===== src/rtl/cdsa_pkg.sv =====
// package of constants and types for the cpu data, status and addressing block
// What this block does
// - four 8-bit data byte registers for operations and memory transfers
// - byte registers pair into two 16-bit words, odd byte high
// - data registers are not reset; contents undefined after reset
// - one 8-bit status word holds flags, two-bit mask level, enable
// - status word pushed on interrupt entry, restored on return
// - zero flag set when every result bit is zero
// - carry flag set on carry out of or borrow into msb
// - negative flag copies the result msb
// - overflow flag set on two's-complement signed overflow
// - mask field encodes levels 0 to 3, 00 most restrictive
// - maskable request accepted only when its level is below mask level
// - acceptance loads mask field with accepted level
// - enable bit zero blocks all maskable requests
// - acceptance never changes the enable bit
// - last-address reuse mode only for byte and word moves
// - arithmetic and logic take only register direct or immediate operands
// - 16-bit memory transfers allowed at odd or even addresses
// - register relative adds 8- or 16-bit displacement; indirect uses register
// - pc relative adds 4/7/11/12/16-bit displacement plus half-byte bit, 18-bit
// - stack relative adds 4-, 8- or 16-bit displacement to stack pointer
// - absolute 8/12/16-bit operand; 18-bit form for branches only
// - ram short offsets from zero; i/o short adds peripheral register base
package cdsa_pkg;
  localparam int DATA_W = 8;
  localparam int WORD_W = 16;
  localparam int PC_W = 18;
  localparam int NUM_DREG = 4;
  // status word field positions
  localparam int ZF_BIT = 0;
  localparam int CF_BIT = 1;
  localparam int NF_BIT = 2;
  localparam int VF_BIT = 3;
  localparam int IM_LO_BIT = 4;
  localparam int IM_HI_BIT = 5;
  localparam int MIE_BIT = 6;
  localparam logic [7:0] PSW_RST = 8'h00;
  localparam logic [7:0] PSW_WMASK = 8'h7F;
  // register port offsets
  localparam logic [2:0] OFF_DREG0 = 3'h0;
  localparam logic [2:0] OFF_DREG3 = 3'h3;
  localparam logic [2:0] OFF_PSW = 3'h4;
  localparam logic [2:0] OFF_STAT = 3'h5;
  localparam logic [15:0] PERIPH_BASE = 16'h3F00;
  localparam logic [15:0] RAM_BASE = 16'h0000;
  localparam int STACK_DEPTH = 8;
  localparam int STACK_AW = 3;
  typedef enum logic [3:0] {
    CDSA_AM_REG_DIRECT, CDSA_AM_IMM, CDSA_AM_REG_IND, CDSA_AM_REG_REL8,
    CDSA_AM_REG_REL16, CDSA_AM_SP_REL, CDSA_AM_ABS, CDSA_AM_RAM_SHORT,
    CDSA_AM_IO_SHORT, CDSA_AM_LAST_ADDR, CDSA_AM_PC_REL, CDSA_AM_ABS18
  } cdsa_amode_t;
  typedef enum logic [1:0] {
    CDSA_IC_ALU, CDSA_IC_BYTE_MOVE, CDSA_IC_WORD_MOVE, CDSA_IC_BRANCH
  } cdsa_iclass_t;
  typedef enum logic [2:0] {
    CDSA_OP_ADD, CDSA_OP_SUB, CDSA_OP_AND, CDSA_OP_OR, CDSA_OP_XOR, CDSA_OP_SHL,
    CDSA_OP_SHR, CDSA_OP_PASS
  } cdsa_aluop_t;
endpackage


===== src/rtl/cdsa_core.sv =====
// data registers, status word, interrupt gate and effective-address unit
`timescale 1ns/100ps
module cdsa_core (
  input wire logic clk_sys,
  input wire logic resetn,
  // register port
  input wire logic [2:0] reg_addr,
  input wire logic [7:0] reg_wdata,
  input wire logic reg_wr,
  input wire logic reg_rd,
  output logic [7:0] reg_rdata,
  // alu operation from decoder
  input wire logic alu_go,
  input wire cdsa_pkg::cdsa_aluop_t alu_op,
  input wire logic alu_word,
  input wire logic [1:0] alu_dst,
  input wire logic [1:0] alu_src,
  input wire logic alu_src_imm,
  input wire logic [15:0] alu_imm,
  input wire logic flag_we,
  output logic [15:0] alu_result,
  // memory load into and store from data registers
  input wire logic load_go,
  input wire logic load_word,
  input wire logic [1:0] load_dst,
  input wire logic [15:0] load_data,
  output logic [15:0] store_data,
  input wire logic [1:0] store_sel,
  input wire logic store_word,
  // interrupt gate
  input wire logic irq_req,
  input wire logic [1:0] irq_level,
  input wire logic nmi_req,
  output logic irq_accept,
  output logic nmi_accept,
  input wire logic irq_return,
  output logic stack_full,
  // effective address
  input wire logic ea_go,
  input wire cdsa_pkg::cdsa_amode_t ea_mode,
  input wire cdsa_pkg::cdsa_iclass_t ea_class,
  input wire logic [15:0] areg,
  input wire logic [15:0] sp,
  input wire logic [17:0] pc,
  input wire logic [15:0] ea_disp,
  input wire logic [4:0] disp_bits,
  input wire logic half_sel,
  output logic [17:0] ea_addr,
  output logic ea_valid,
  output logic ea_illegal,
  output logic [7:0] psw
);
  // --------------------------------
  // reset release
  // --------------------------------
  logic rst_m_q;
  logic rst_n_q;
  always_ff @(posedge clk_sys or negedge resetn) begin
    if (!resetn) begin
      rst_m_q <= 1'b0;
      rst_n_q <= 1'b0;
    end else begin
      rst_m_q <= 1'b1;
      rst_n_q <= rst_m_q;
    end
  end

  // --------------------------------
  // data registers
  // --------------------------------
  logic [7:0] dreg_q [cdsa_pkg::NUM_DREG];
  logic [15:0] alu_a;
  logic [15:0] alu_b;
  logic [15:0] alu_res;
  logic alu_zf;
  logic alu_cf;
  logic alu_nf;
  logic alu_vf;

  // word pair read: odd byte high, even byte low
  function automatic logic [15:0] pair_rd(input logic [7:0] hi, input logic [7:0] lo);
    pair_rd = {hi, lo};
  endfunction

  function automatic logic [15:0] operand(input logic [1:0] sel, input logic word,
                                          input logic [7:0] d0, input logic [7:0] d1,
                                          input logic [7:0] d2, input logic [7:0] d3);
    logic [7:0] b;
    b = (sel == 2'h0) ? d0 : (sel == 2'h1) ? d1 : (sel == 2'h2) ? d2 : d3;
    if (word) begin
      operand = sel[1] ? pair_rd(d3, d2) : pair_rd(d1, d0);
    end else begin
      operand = {8'h00, b};
    end
  endfunction

  assign alu_a = operand(alu_dst, alu_word, dreg_q[0], dreg_q[1], dreg_q[2], dreg_q[3]);
  assign alu_b = alu_src_imm ? alu_imm
               : operand(alu_src, alu_word, dreg_q[0], dreg_q[1], dreg_q[2], dreg_q[3]);

  cdsa_alu u_alu (
    .a(alu_a),
    .b(alu_b),
    .word(alu_word),
    .op(alu_op),
    .res(alu_res),
    .zf(alu_zf),
    .cf(alu_cf),
    .nf(alu_nf),
    .vf(alu_vf)
  );

  // no reset here: contents are undefined until software writes them
  genvar gi;
  generate
    for (gi = 0; gi < cdsa_pkg::NUM_DREG; gi++) begin : g_dreg
      always_ff @(posedge clk_sys) begin
        if (reg_wr && reg_addr == 3'(gi)) begin
          dreg_q[gi] <= reg_wdata;
        end else if (alu_go && (alu_word ? (alu_dst[1] == 1'(gi / 2))
                                         : (alu_dst == 2'(gi)))) begin
          dreg_q[gi] <= (alu_word && (gi % 2 == 1)) ? alu_res[15:8] : alu_res[7:0];
        end else if (load_go && (load_word ? (load_dst[1] == 1'(gi / 2))
                                           : (load_dst == 2'(gi)))) begin
          dreg_q[gi] <= (load_word && (gi % 2 == 1)) ? load_data[15:8] : load_data[7:0];
        end
      end
    end
  endgenerate

  always_ff @(posedge clk_sys) begin
    alu_result <= alu_res;
    store_data <= operand(store_sel, store_word, dreg_q[0], dreg_q[1], dreg_q[2], dreg_q[3]);
  end

  // --------------------------------
  // status word and interrupt gate
  // --------------------------------
  logic [7:0] psw_q;
  logic [cdsa_pkg::STACK_AW:0] sp_cnt_q;
  logic [7:0] pop_data;
  logic pop_pend_q;
  logic irq_ok;
  logic [1:0] mask_lvl;

  assign mask_lvl = psw_q[cdsa_pkg::IM_HI_BIT:cdsa_pkg::IM_LO_BIT];
  assign irq_ok = irq_req && psw_q[cdsa_pkg::MIE_BIT]
                  && (irq_level < mask_lvl) && !nmi_req;
  assign irq_accept = irq_ok && !stack_full;
  assign nmi_accept = nmi_req && !stack_full;
  assign stack_full = sp_cnt_q[cdsa_pkg::STACK_AW];
  assign psw = psw_q;

  cdsa_psw_stack u_stack (
    .clk_sys(clk_sys),
    .we(irq_accept || nmi_accept),
    .waddr(sp_cnt_q[cdsa_pkg::STACK_AW-1:0]),
    .wdata(psw_q),
    .raddr(sp_cnt_q[cdsa_pkg::STACK_AW-1:0] - 3'h1),
    .rdata(pop_data)
  );

  always_ff @(posedge clk_sys or negedge rst_n_q) begin
    if (!rst_n_q) begin
      sp_cnt_q <= '0;
      pop_pend_q <= 1'b0;
    end else begin
      pop_pend_q <= irq_return && (sp_cnt_q != '0) && !(irq_accept || nmi_accept);
      if (irq_accept || nmi_accept) begin
        sp_cnt_q <= sp_cnt_q + 4'h1;
      end else if (irq_return && sp_cnt_q != '0) begin
        sp_cnt_q <= sp_cnt_q - 4'h1;
      end
    end
  end

  always_ff @(posedge clk_sys or negedge rst_n_q) begin
    if (!rst_n_q) begin
      psw_q <= cdsa_pkg::PSW_RST;
    end else if (pop_pend_q) begin
      psw_q <= pop_data;
    end else if (reg_wr && reg_addr == cdsa_pkg::OFF_PSW) begin
      psw_q <= reg_wdata & cdsa_pkg::PSW_WMASK;
    end else if (nmi_accept) begin
      psw_q[cdsa_pkg::IM_HI_BIT:cdsa_pkg::IM_LO_BIT] <= 2'h0;
    end else if (irq_accept) begin
      psw_q[cdsa_pkg::IM_HI_BIT:cdsa_pkg::IM_LO_BIT] <= irq_level;
    end else if (alu_go && flag_we) begin
      psw_q[cdsa_pkg::ZF_BIT] <= alu_zf;
      psw_q[cdsa_pkg::CF_BIT] <= alu_cf;
      psw_q[cdsa_pkg::NF_BIT] <= alu_nf;
      psw_q[cdsa_pkg::VF_BIT] <= alu_vf;
    end
  end

  // --------------------------------
  // effective address
  // --------------------------------
  logic [15:0] last_addr_q;
  logic [15:0] dmask;
  logic [17:0] ea_d;
  logic ill_d;

  always_comb begin
    dmask = 16'hFFFF >> (5'h10 - ((disp_bits > 5'h10) ? 5'h10 : disp_bits));
    ea_d = 18'h00000;
    ill_d = 1'b0;
    case (ea_mode)
      cdsa_pkg::CDSA_AM_REG_DIRECT,
      cdsa_pkg::CDSA_AM_IMM: ea_d = 18'h00000;
      cdsa_pkg::CDSA_AM_REG_IND: ea_d = {2'h0, areg};
      cdsa_pkg::CDSA_AM_REG_REL8: ea_d = {2'h0, areg + {{8{ea_disp[7]}}, ea_disp[7:0]}};
      cdsa_pkg::CDSA_AM_REG_REL16: ea_d = {2'h0, areg + ea_disp};
      // displacement zero-extended to its width for stack offsets
      cdsa_pkg::CDSA_AM_SP_REL: ea_d = {2'h0, sp + (ea_disp & dmask)};
      cdsa_pkg::CDSA_AM_ABS: ea_d = {2'h0, ea_disp & dmask};
      cdsa_pkg::CDSA_AM_RAM_SHORT: ea_d = {2'h0, cdsa_pkg::RAM_BASE + {8'h00, ea_disp[7:0]}};
      cdsa_pkg::CDSA_AM_IO_SHORT:
        ea_d = {2'h0, cdsa_pkg::PERIPH_BASE + {8'h00, ea_disp[7:0]}};
      cdsa_pkg::CDSA_AM_LAST_ADDR: ea_d = {2'h0, last_addr_q};
      cdsa_pkg::CDSA_AM_PC_REL: begin
        // half-byte address: low bit of pc and result is the half-byte select
        ea_d = pc + {{2{ea_disp[15]}}, ea_disp} + {17'h00000, half_sel};
      end
      cdsa_pkg::CDSA_AM_ABS18: ea_d = {1'b0, ea_disp, half_sel};
      default: ill_d = 1'b1;
    endcase
    // addressing-mode legality per instruction class
    if (ea_class == cdsa_pkg::CDSA_IC_ALU && ea_mode != cdsa_pkg::CDSA_AM_REG_DIRECT
        && ea_mode != cdsa_pkg::CDSA_AM_IMM) begin
      ill_d = 1'b1;
    end
    if (ea_mode == cdsa_pkg::CDSA_AM_LAST_ADDR && ea_class != cdsa_pkg::CDSA_IC_BYTE_MOVE
        && ea_class != cdsa_pkg::CDSA_IC_WORD_MOVE) begin
      ill_d = 1'b1;
    end
    if ((ea_mode == cdsa_pkg::CDSA_AM_PC_REL || ea_mode == cdsa_pkg::CDSA_AM_ABS18)
        && ea_class != cdsa_pkg::CDSA_IC_BRANCH) begin
      ill_d = 1'b1;
    end
  end

  always_ff @(posedge clk_sys or negedge rst_n_q) begin
    if (!rst_n_q) begin
      ea_addr <= 18'h00000;
      ea_valid <= 1'b0;
      ea_illegal <= 1'b0;
      last_addr_q <= 16'h0000;
    end else begin
      ea_valid <= ea_go && !ill_d;
      ea_illegal <= ea_go && ill_d;
      if (ea_go) begin
        ea_addr <= ea_d;
      end
      // word transfers keep any byte alignment; no low-bit masking
      if (ea_go && !ill_d && ea_class != cdsa_pkg::CDSA_IC_BRANCH
          && ea_mode != cdsa_pkg::CDSA_AM_REG_DIRECT && ea_mode != cdsa_pkg::CDSA_AM_IMM) begin
        last_addr_q <= ea_d[15:0];
      end
    end
  end

  // --------------------------------
  // register read port
  // --------------------------------
  always_ff @(posedge clk_sys or negedge rst_n_q) begin
    if (!rst_n_q) begin
      reg_rdata <= 8'h00;
    end else if (reg_rd) begin
      if (reg_addr <= cdsa_pkg::OFF_DREG3) begin
        reg_rdata <= dreg_q[reg_addr[1:0]];
      end else if (reg_addr == cdsa_pkg::OFF_PSW) begin
        reg_rdata <= psw_q;
      end else if (reg_addr == cdsa_pkg::OFF_STAT) begin
        reg_rdata <= {4'h0, sp_cnt_q};
      end else begin
        reg_rdata <= 8'h00;
      end
    end else begin
      reg_rdata <= 8'h00;
    end
  end

  // --------------------------------
  // checks
  // --------------------------------
  mie_blocks_a: assert property (@(posedge clk_sys) disable iff (!rst_n_q)
    !psw_q[cdsa_pkg::MIE_BIT] |-> !irq_accept) else $error("irq taken with enable low");
  level_gate_a: assert property (@(posedge clk_sys) disable iff (!rst_n_q)
    irq_accept |-> irq_level < psw_q[5:4]) else $error("irq level not below mask");
  mask_load_a: assert property (@(posedge clk_sys) disable iff (!rst_n_q)
    irq_accept && !(reg_wr && reg_addr == cdsa_pkg::OFF_PSW) && !pop_pend_q
    |=> psw_q[5:4] == $past(irq_level)) else $error("mask not loaded");
  mie_kept_a: assert property (@(posedge clk_sys) disable iff (!rst_n_q)
    (irq_accept || nmi_accept) && !(reg_wr && reg_addr == cdsa_pkg::OFF_PSW) && !pop_pend_q
    |=> $stable(psw_q[cdsa_pkg::MIE_BIT])) else $error("enable changed by irq");
  zero_flag_a: assert property (@(posedge clk_sys) disable iff (!rst_n_q)
    alu_go && flag_we && !pop_pend_q && !reg_wr && !irq_accept && !nmi_accept
    |=> psw_q[0] == (alu_result == 16'h0000)) else $error("zero flag wrong");
  neg_flag_a: assert property (@(posedge clk_sys) disable iff (!rst_n_q)
    alu_go && flag_we && !pop_pend_q && !reg_wr && !irq_accept && !nmi_accept
    |=> psw_q[2] == ($past(alu_word) ? alu_result[15] : alu_result[7]))
    else $error("negative flag wrong");
  psw_restore_a: assert property (@(posedge clk_sys) disable iff (!rst_n_q)
    (irq_accept && !pop_pend_q && !reg_wr) ##1 (irq_return && !irq_accept && !nmi_accept)
    |=> ##1 psw_q == $past(psw_q, 3)) else $error("status not restored");
  handy_gate_a: assert property (@(posedge clk_sys) disable iff (!rst_n_q)
    ea_go && ea_mode == cdsa_pkg::CDSA_AM_LAST_ADDR && ea_class == cdsa_pkg::CDSA_IC_ALU
    |=> ea_illegal && !ea_valid) else $error("reuse mode allowed for alu");
  io_short_a: assert property (@(posedge clk_sys) disable iff (!rst_n_q)
    ea_go && ea_mode == cdsa_pkg::CDSA_AM_IO_SHORT && ea_class != cdsa_pkg::CDSA_IC_ALU
    |=> ea_addr == {2'h0, cdsa_pkg::PERIPH_BASE + {8'h00, $past(ea_disp[7:0])}})
    else $error("io short address wrong");
endmodule // cdsa_core


===== src/rtl/cdsa_psw_stack.sv =====
// small memory holding pushed status words, registered read data
`timescale 1ns/100ps
module cdsa_psw_stack (
  input wire logic clk_sys,
  input wire logic we,
  input wire logic [cdsa_pkg::STACK_AW-1:0] waddr,
  input wire logic [7:0] wdata,
  input wire logic [cdsa_pkg::STACK_AW-1:0] raddr,
  output logic [7:0] rdata
);
  logic [7:0] mem [cdsa_pkg::STACK_DEPTH];

  always_ff @(posedge clk_sys) begin
    if (we) begin
      mem[waddr] <= wdata;
    end
  end

  always_ff @(posedge clk_sys) begin
    rdata <= mem[raddr];
  end
endmodule // cdsa_psw_stack


===== src/rtl/cdsa_alu.sv =====
// byte or word alu with result flags
`timescale 1ns/100ps
module cdsa_alu (
  input wire logic [15:0] a,
  input wire logic [15:0] b,
  input wire logic word,
  input wire cdsa_pkg::cdsa_aluop_t op,
  output logic [15:0] res,
  output logic zf,
  output logic cf,
  output logic nf,
  output logic vf
);
  logic [16:0] ext;
  logic msb_a;
  logic msb_b;
  logic msb_r;
  logic arith;

  always_comb begin
    ext = 17'h00000;
    arith = 1'b0;
    case (op)
      cdsa_pkg::CDSA_OP_ADD: begin
        ext = {1'b0, a} + {1'b0, b};
        arith = 1'b1;
      end
      cdsa_pkg::CDSA_OP_SUB: begin
        ext = {1'b0, a} - {1'b0, b};
        arith = 1'b1;
      end
      cdsa_pkg::CDSA_OP_AND: ext = {1'b0, a & b};
      cdsa_pkg::CDSA_OP_OR: ext = {1'b0, a | b};
      cdsa_pkg::CDSA_OP_XOR: ext = {1'b0, a ^ b};
      cdsa_pkg::CDSA_OP_SHL: ext = {a, 1'b0};
      cdsa_pkg::CDSA_OP_SHR: ext = {a[0], 1'b0, a[15:1]};
      default: ext = {1'b0, b};
    endcase
    // byte mode: add, sub and shift-left carry is the bit above bit 7
    if (!word) begin
      if (op == cdsa_pkg::CDSA_OP_ADD) begin
        ext[16] = ext[8] ^ a[8] ^ b[8];
      end else if (op == cdsa_pkg::CDSA_OP_SUB) begin
        ext[16] = ext[8] ^ a[8] ^ b[8];
      end else if (op == cdsa_pkg::CDSA_OP_SHL) begin
        ext[16] = a[7];
      end
      res = {8'h00, ext[7:0]};
    end else begin
      res = ext[15:0];
    end
    msb_a = word ? a[15] : a[7];
    msb_b = word ? b[15] : b[7];
    msb_r = word ? res[15] : res[7];
    zf = (res == 16'h0000);
    cf = ext[16];
    nf = msb_r;
    vf = 1'b0;
    if (arith) begin
      if (op == cdsa_pkg::CDSA_OP_ADD) begin
        vf = (msb_a == msb_b) && (msb_r != msb_a);
      end else begin
        vf = (msb_a != msb_b) && (msb_r != msb_a);
      end
    end
  end
endmodule // cdsa_alu


===== config.mk =====
export PLATFORM = sky130hd
export DESIGN_NAME = cdsa_core
export DESIGN_NICKNAME = d
export VERILOG_FILES = /design/src/rtl/cdsa_pkg.sv /design/src/rtl/cdsa_core.sv /design/src/rtl/cdsa_psw_stack.sv /design/src/rtl/cdsa_alu.sv
export SDC_FILE = /design/constraint.sdc
export NUM_CORES = 1
export LEC_CHECK = 0
export BUFFER_PORTS_ARGS = -buffer_cell sky130_fd_sc_hd__buf_2
export CAP_MARGIN = 20
export CORE_UTILIZATION = 54
export DETAILED_ROUTE_END_ITERATION = 12
export PLACE_DENSITY = 0.76
export SLEW_MARGIN = 5
export SYNTH_ARGS = -nofsm -noshare
export SYNTH_HDL_FRONTEND = slang
export SYNTH_SLANG_ARGS = --single-unit

===== constraint.sdc =====
create_clock -name clk_sys -period 2.67 [get_ports clk_sys]
set_clock_uncertainty 0.2 [all_clocks]
set_input_delay 0.1335 -clock clk_sys [delete_from_list [all_inputs] [get_ports clk_sys]]
set_output_delay 0.1335 -clock clk_sys [all_outputs]
set_load 0.1 [all_outputs]

==> results.toml <==
[final_layout]
final_common_cell = "buf_4"
final_cell_mix = "buf_4 (406), buf_2 (215), nand2_1 (122)"
drive_gt1_share_pct = 44.7
area_growth_pct = 47.9
fillers = 1597
final_nets = 2537
final_area_um2 = 22700
utilization_pct = 81.3

[sta]
hold_ws_ns = 0.00848
setup_violations = 78
fin_crit_sh_pct = 183
setup_slack_ns = -2.22
drv_slew = 0
slew_headroom_pct = 41.3
fmax_mhz = 204
worst_pin_slew_ns = 0.873
layout_min_cycle_time_ns = 4.89
setup_tns_ns = -91.50
hold_viol = 0
rsz0062_at_grt = "true"

[cts]
clkSlewWorstSetupHoldPaths_ns = 0.09
htreeDepth = 4
numCtsBuffers = 17
cts_tree = "done"
cts_root_buffer = "clkbuf_16"
ctsLongestPathBuffers = 2
clock-sinks = 195
clk_latency_ns = 0.46

[grt]
grt_usage_pct = 42.6
grt_max_degree = 37
antenna_found_initial = 6
grt_pass1_vias = 16907
grt_overflow = 0
grt_pass1_wl_um = 93800

[detailed_routing]
drc = 0
viasPerCell = 6.48
wl_per_cell_um = 23.7
highest_layer = "met5"
wl_met1_um = 22600
route.met2.wl_um = 29100
antenna_left = 0
finalWirelength_um = 63400
dr.pass1.iters = 6
drt_iter0_drc = 2437
via_count = 17346
met3_length_um = 6960

[power_and_ir_drop]
p_leak_uw = 0.0101
peakVddDrop_mv = 0.822
power_per_cell_area_nw_per_um2 = 685

[placed_design]
post-place-ws_ns = -2.19
routabilityCongestion = 1.06
dpl.hpwl_um = 45000
dpl_cell_area_um2 = 20100
port_buffers = 219

[synth]
syn-num-nets = 1877
async_flop_share_pct = 30.3
postSynthAreaPerCell_um2 = 9.46
synth_seq_area_share_pct = 33.7
synthCells = 1620
yosysWarnings = 0
synth_flop_cell = "edfxtp_1"
synth_edf_count = 96
synth_seq_cells = 195
ys_types = 91
syn_area_um2 = 15300

[run_status]
status = "finished with violations"
violations = "negative setup slack"

[setup_path]
worstPathMaxFanout = 3
arrival_ns = 5.06
crit_type = "reg -> reg"
critPathCaptureType = "register"
start_kind = "register"
cp.required_ns = 2.84

[floorplan]
ios = 220
initial_core_util_pct = 55.0
die_area_um2 = 29000
fp-row-count = 61
fp.dieH_um = 170
core_area_um2 = 27900
fp.dieW_um = 170

[run]
max_cap_violations = 0

[min_path]
hold_class = "in -> reg"
[path summary, 6_finish.rpt]
check | depth (start not counted) | start | endpoint | slack [ns]
worst max register to register | 17 | dreg_q[3][1]$_DFFE_PP_ | psw[0]$_DFFE_PN0P_ | -2.22
worst max-delay path | 17 | dreg_q[3][1]$_DFFE_PP_ | psw[0]$_DFFE_PN0P_ | -2.22
min in group asynchronous | 0 | rst_n_q$_DFF_PN0_ | sp_cnt_q[1]$_DFFE_PN0P_ | 0.09
worst min-delay path | 5 | areg[4] | last_addr_q[4]$_DFFE_PN0P_ | 0.008
max in group asynchronous | 1 | rst_n_q$_DFF_PN0_ | ea_addr[11]$_DFFE_PN0P_ | 1.53
worst min register to register | 0 | rst_n_q$_DFF_PN0_ | sp_cnt_q[1]$_DFFE_PN0P_ | 0.09
[cell type report]
type | instances | area, µm² | area share (%)
Tap cell | 378 | 473 | 2.09
Clock inverter | 15 | 221 | 0.977
Timing Repair Buffer | 717 | 5200 | 23.0
Multi-Input combinational cell | 1277 | 10900 | 48.0
Antenna cell | 6 | 15.0 | 0.0663
Sequential cell | 195 | 5160 | 22.8
Clock buffer | 17 | 425 | 1.88
Inverter | 72 | 275 | 1.21
[layer usage]
metal / GRT usage (%) / vias up
li1: - / 7464
met1: 51.9 / 8150
met2: 69.4 / 1373
met3: 8.02 / 357
met4: 27.3 / 2
met5: 0 / -
[stage by stage]
step / instances / power, µW
2_1_floorplan: 1620 / 8940
3_3_place_gp: 2558 / 11400
3_5_place_dp: 2558 / 11600
4_1_cts: 2654 / 14900
5_1_grt: 2674 / 16000
6_report: 2677 / 15500
[where the power goes]
part | internal, µW | switching (µW)
clock network | 1330 | 1460
registers | 3840 | 460
logic | 3370 | 5070
[critical path, cell delays in order (launching register included)]
cell and delay (ns):
edfxtp_1 0.41, or2_4 0.25, mux4_2 0.47, a22oi_2 0.15, nand2_1 0.10, or4_4 0.57, o21ai_2 0.14, xnor2_1 0.13
ha_1 0.28, nand2_1 0.12, o21ai_1 0.17, a2111oi_4 0.50, a21o_1 0.24, a211oi_2 0.09, o221a_2 0.27, buf_6 0.13
or4_4 0.42, o31ai_2 0.18
[kinds of logic (layout without fill, tap and decap cells)]
group | count (synthesis) | after routing | share of synthesized area (%)
compound gates | 481 | 481 | 21.4
flops | 195 | 195 | 33.7
simple gates | 474 | 474 | 15.1
buf+inv | 148 | 821 | 3.78
fa+ha+maj | 108 | 108 | 9.11
xor+xnor | 59 | 59 | 3.37
mux | 154 | 154 | 13.6
other cells | 1 | 7 | 0.0245
[cells in the mapped netlist, types with 8 or more instances]
cell type / number / area (µm²)
a21o_1: 27 / 203
xnor2_1: 41 / 359
nand3_1: 15 / 75.1
or3_1: 10 / 62.6
clkbuf_1: 57 / 214
nor3_1: 44 / 220
o21ai_0: 110 / 551
and3_1: 13 / 81.3
a221o_1: 10 / 100
and2_1: 11 / 68.8
a31o_2: 11 / 96.3
mux2i_1: 77 / 771
a211oi_1: 21 / 158
a22o_1: 10 / 87.6
nor2b_1: 42 / 263
buf_1: 10 / 37.5
dfxtp_1: 40 / 801
nor3b_1: 10 / 75.1
a221oi_1: 14 / 123
o21a_1: 19 / 143
mux4_2: 38 / 856
ha_1: 102 / 1280
a22oi_1: 23 / 173
o221ai_1: 12 / 105
dfrtp_1: 59 / 1480
a211o_1: 10 / 87.6
xor2_1: 18 / 158
a31oi_1: 16 / 100
edfxtp_1: 96 / 2880
inv_1: 70 / 263
a21oi_1: 104 / 521
mux2_2: 35 / 394
o31ai_1: 9 / 67.6
nand2b_1: 28 / 175
nand2_1: 136 / 510
o22ai_1: 22 / 138
nor2_1: 124 / 465
o211ai_1: 8 / 60.1
[registers in the layout, indices dropped and copies added (netlist names)]
name	flops
ea_valid	1
pop_pend_q	1
ea_addr	18
alu_result	16
u_stack.rdata	8
ea_illegal	1
psw	8
rst_m_q	1
sp_cnt_q	4
u_stack.mem	64
dreg_q	32
reg_rdata	8
last_addr_q	16
store_data	16
rst_n_q	1
[repair_timing]
action / CTS / global route
setup endpoints to repair: 77 / 81
hold endpoints to repair: 64 / 0
pin swaps: 62 / 80
resized for setup: 170 / 110
hold buffers: 39 / 0
setup buffers: 30 / 27
Note: power is estimated with default switching activity, not from simulation.
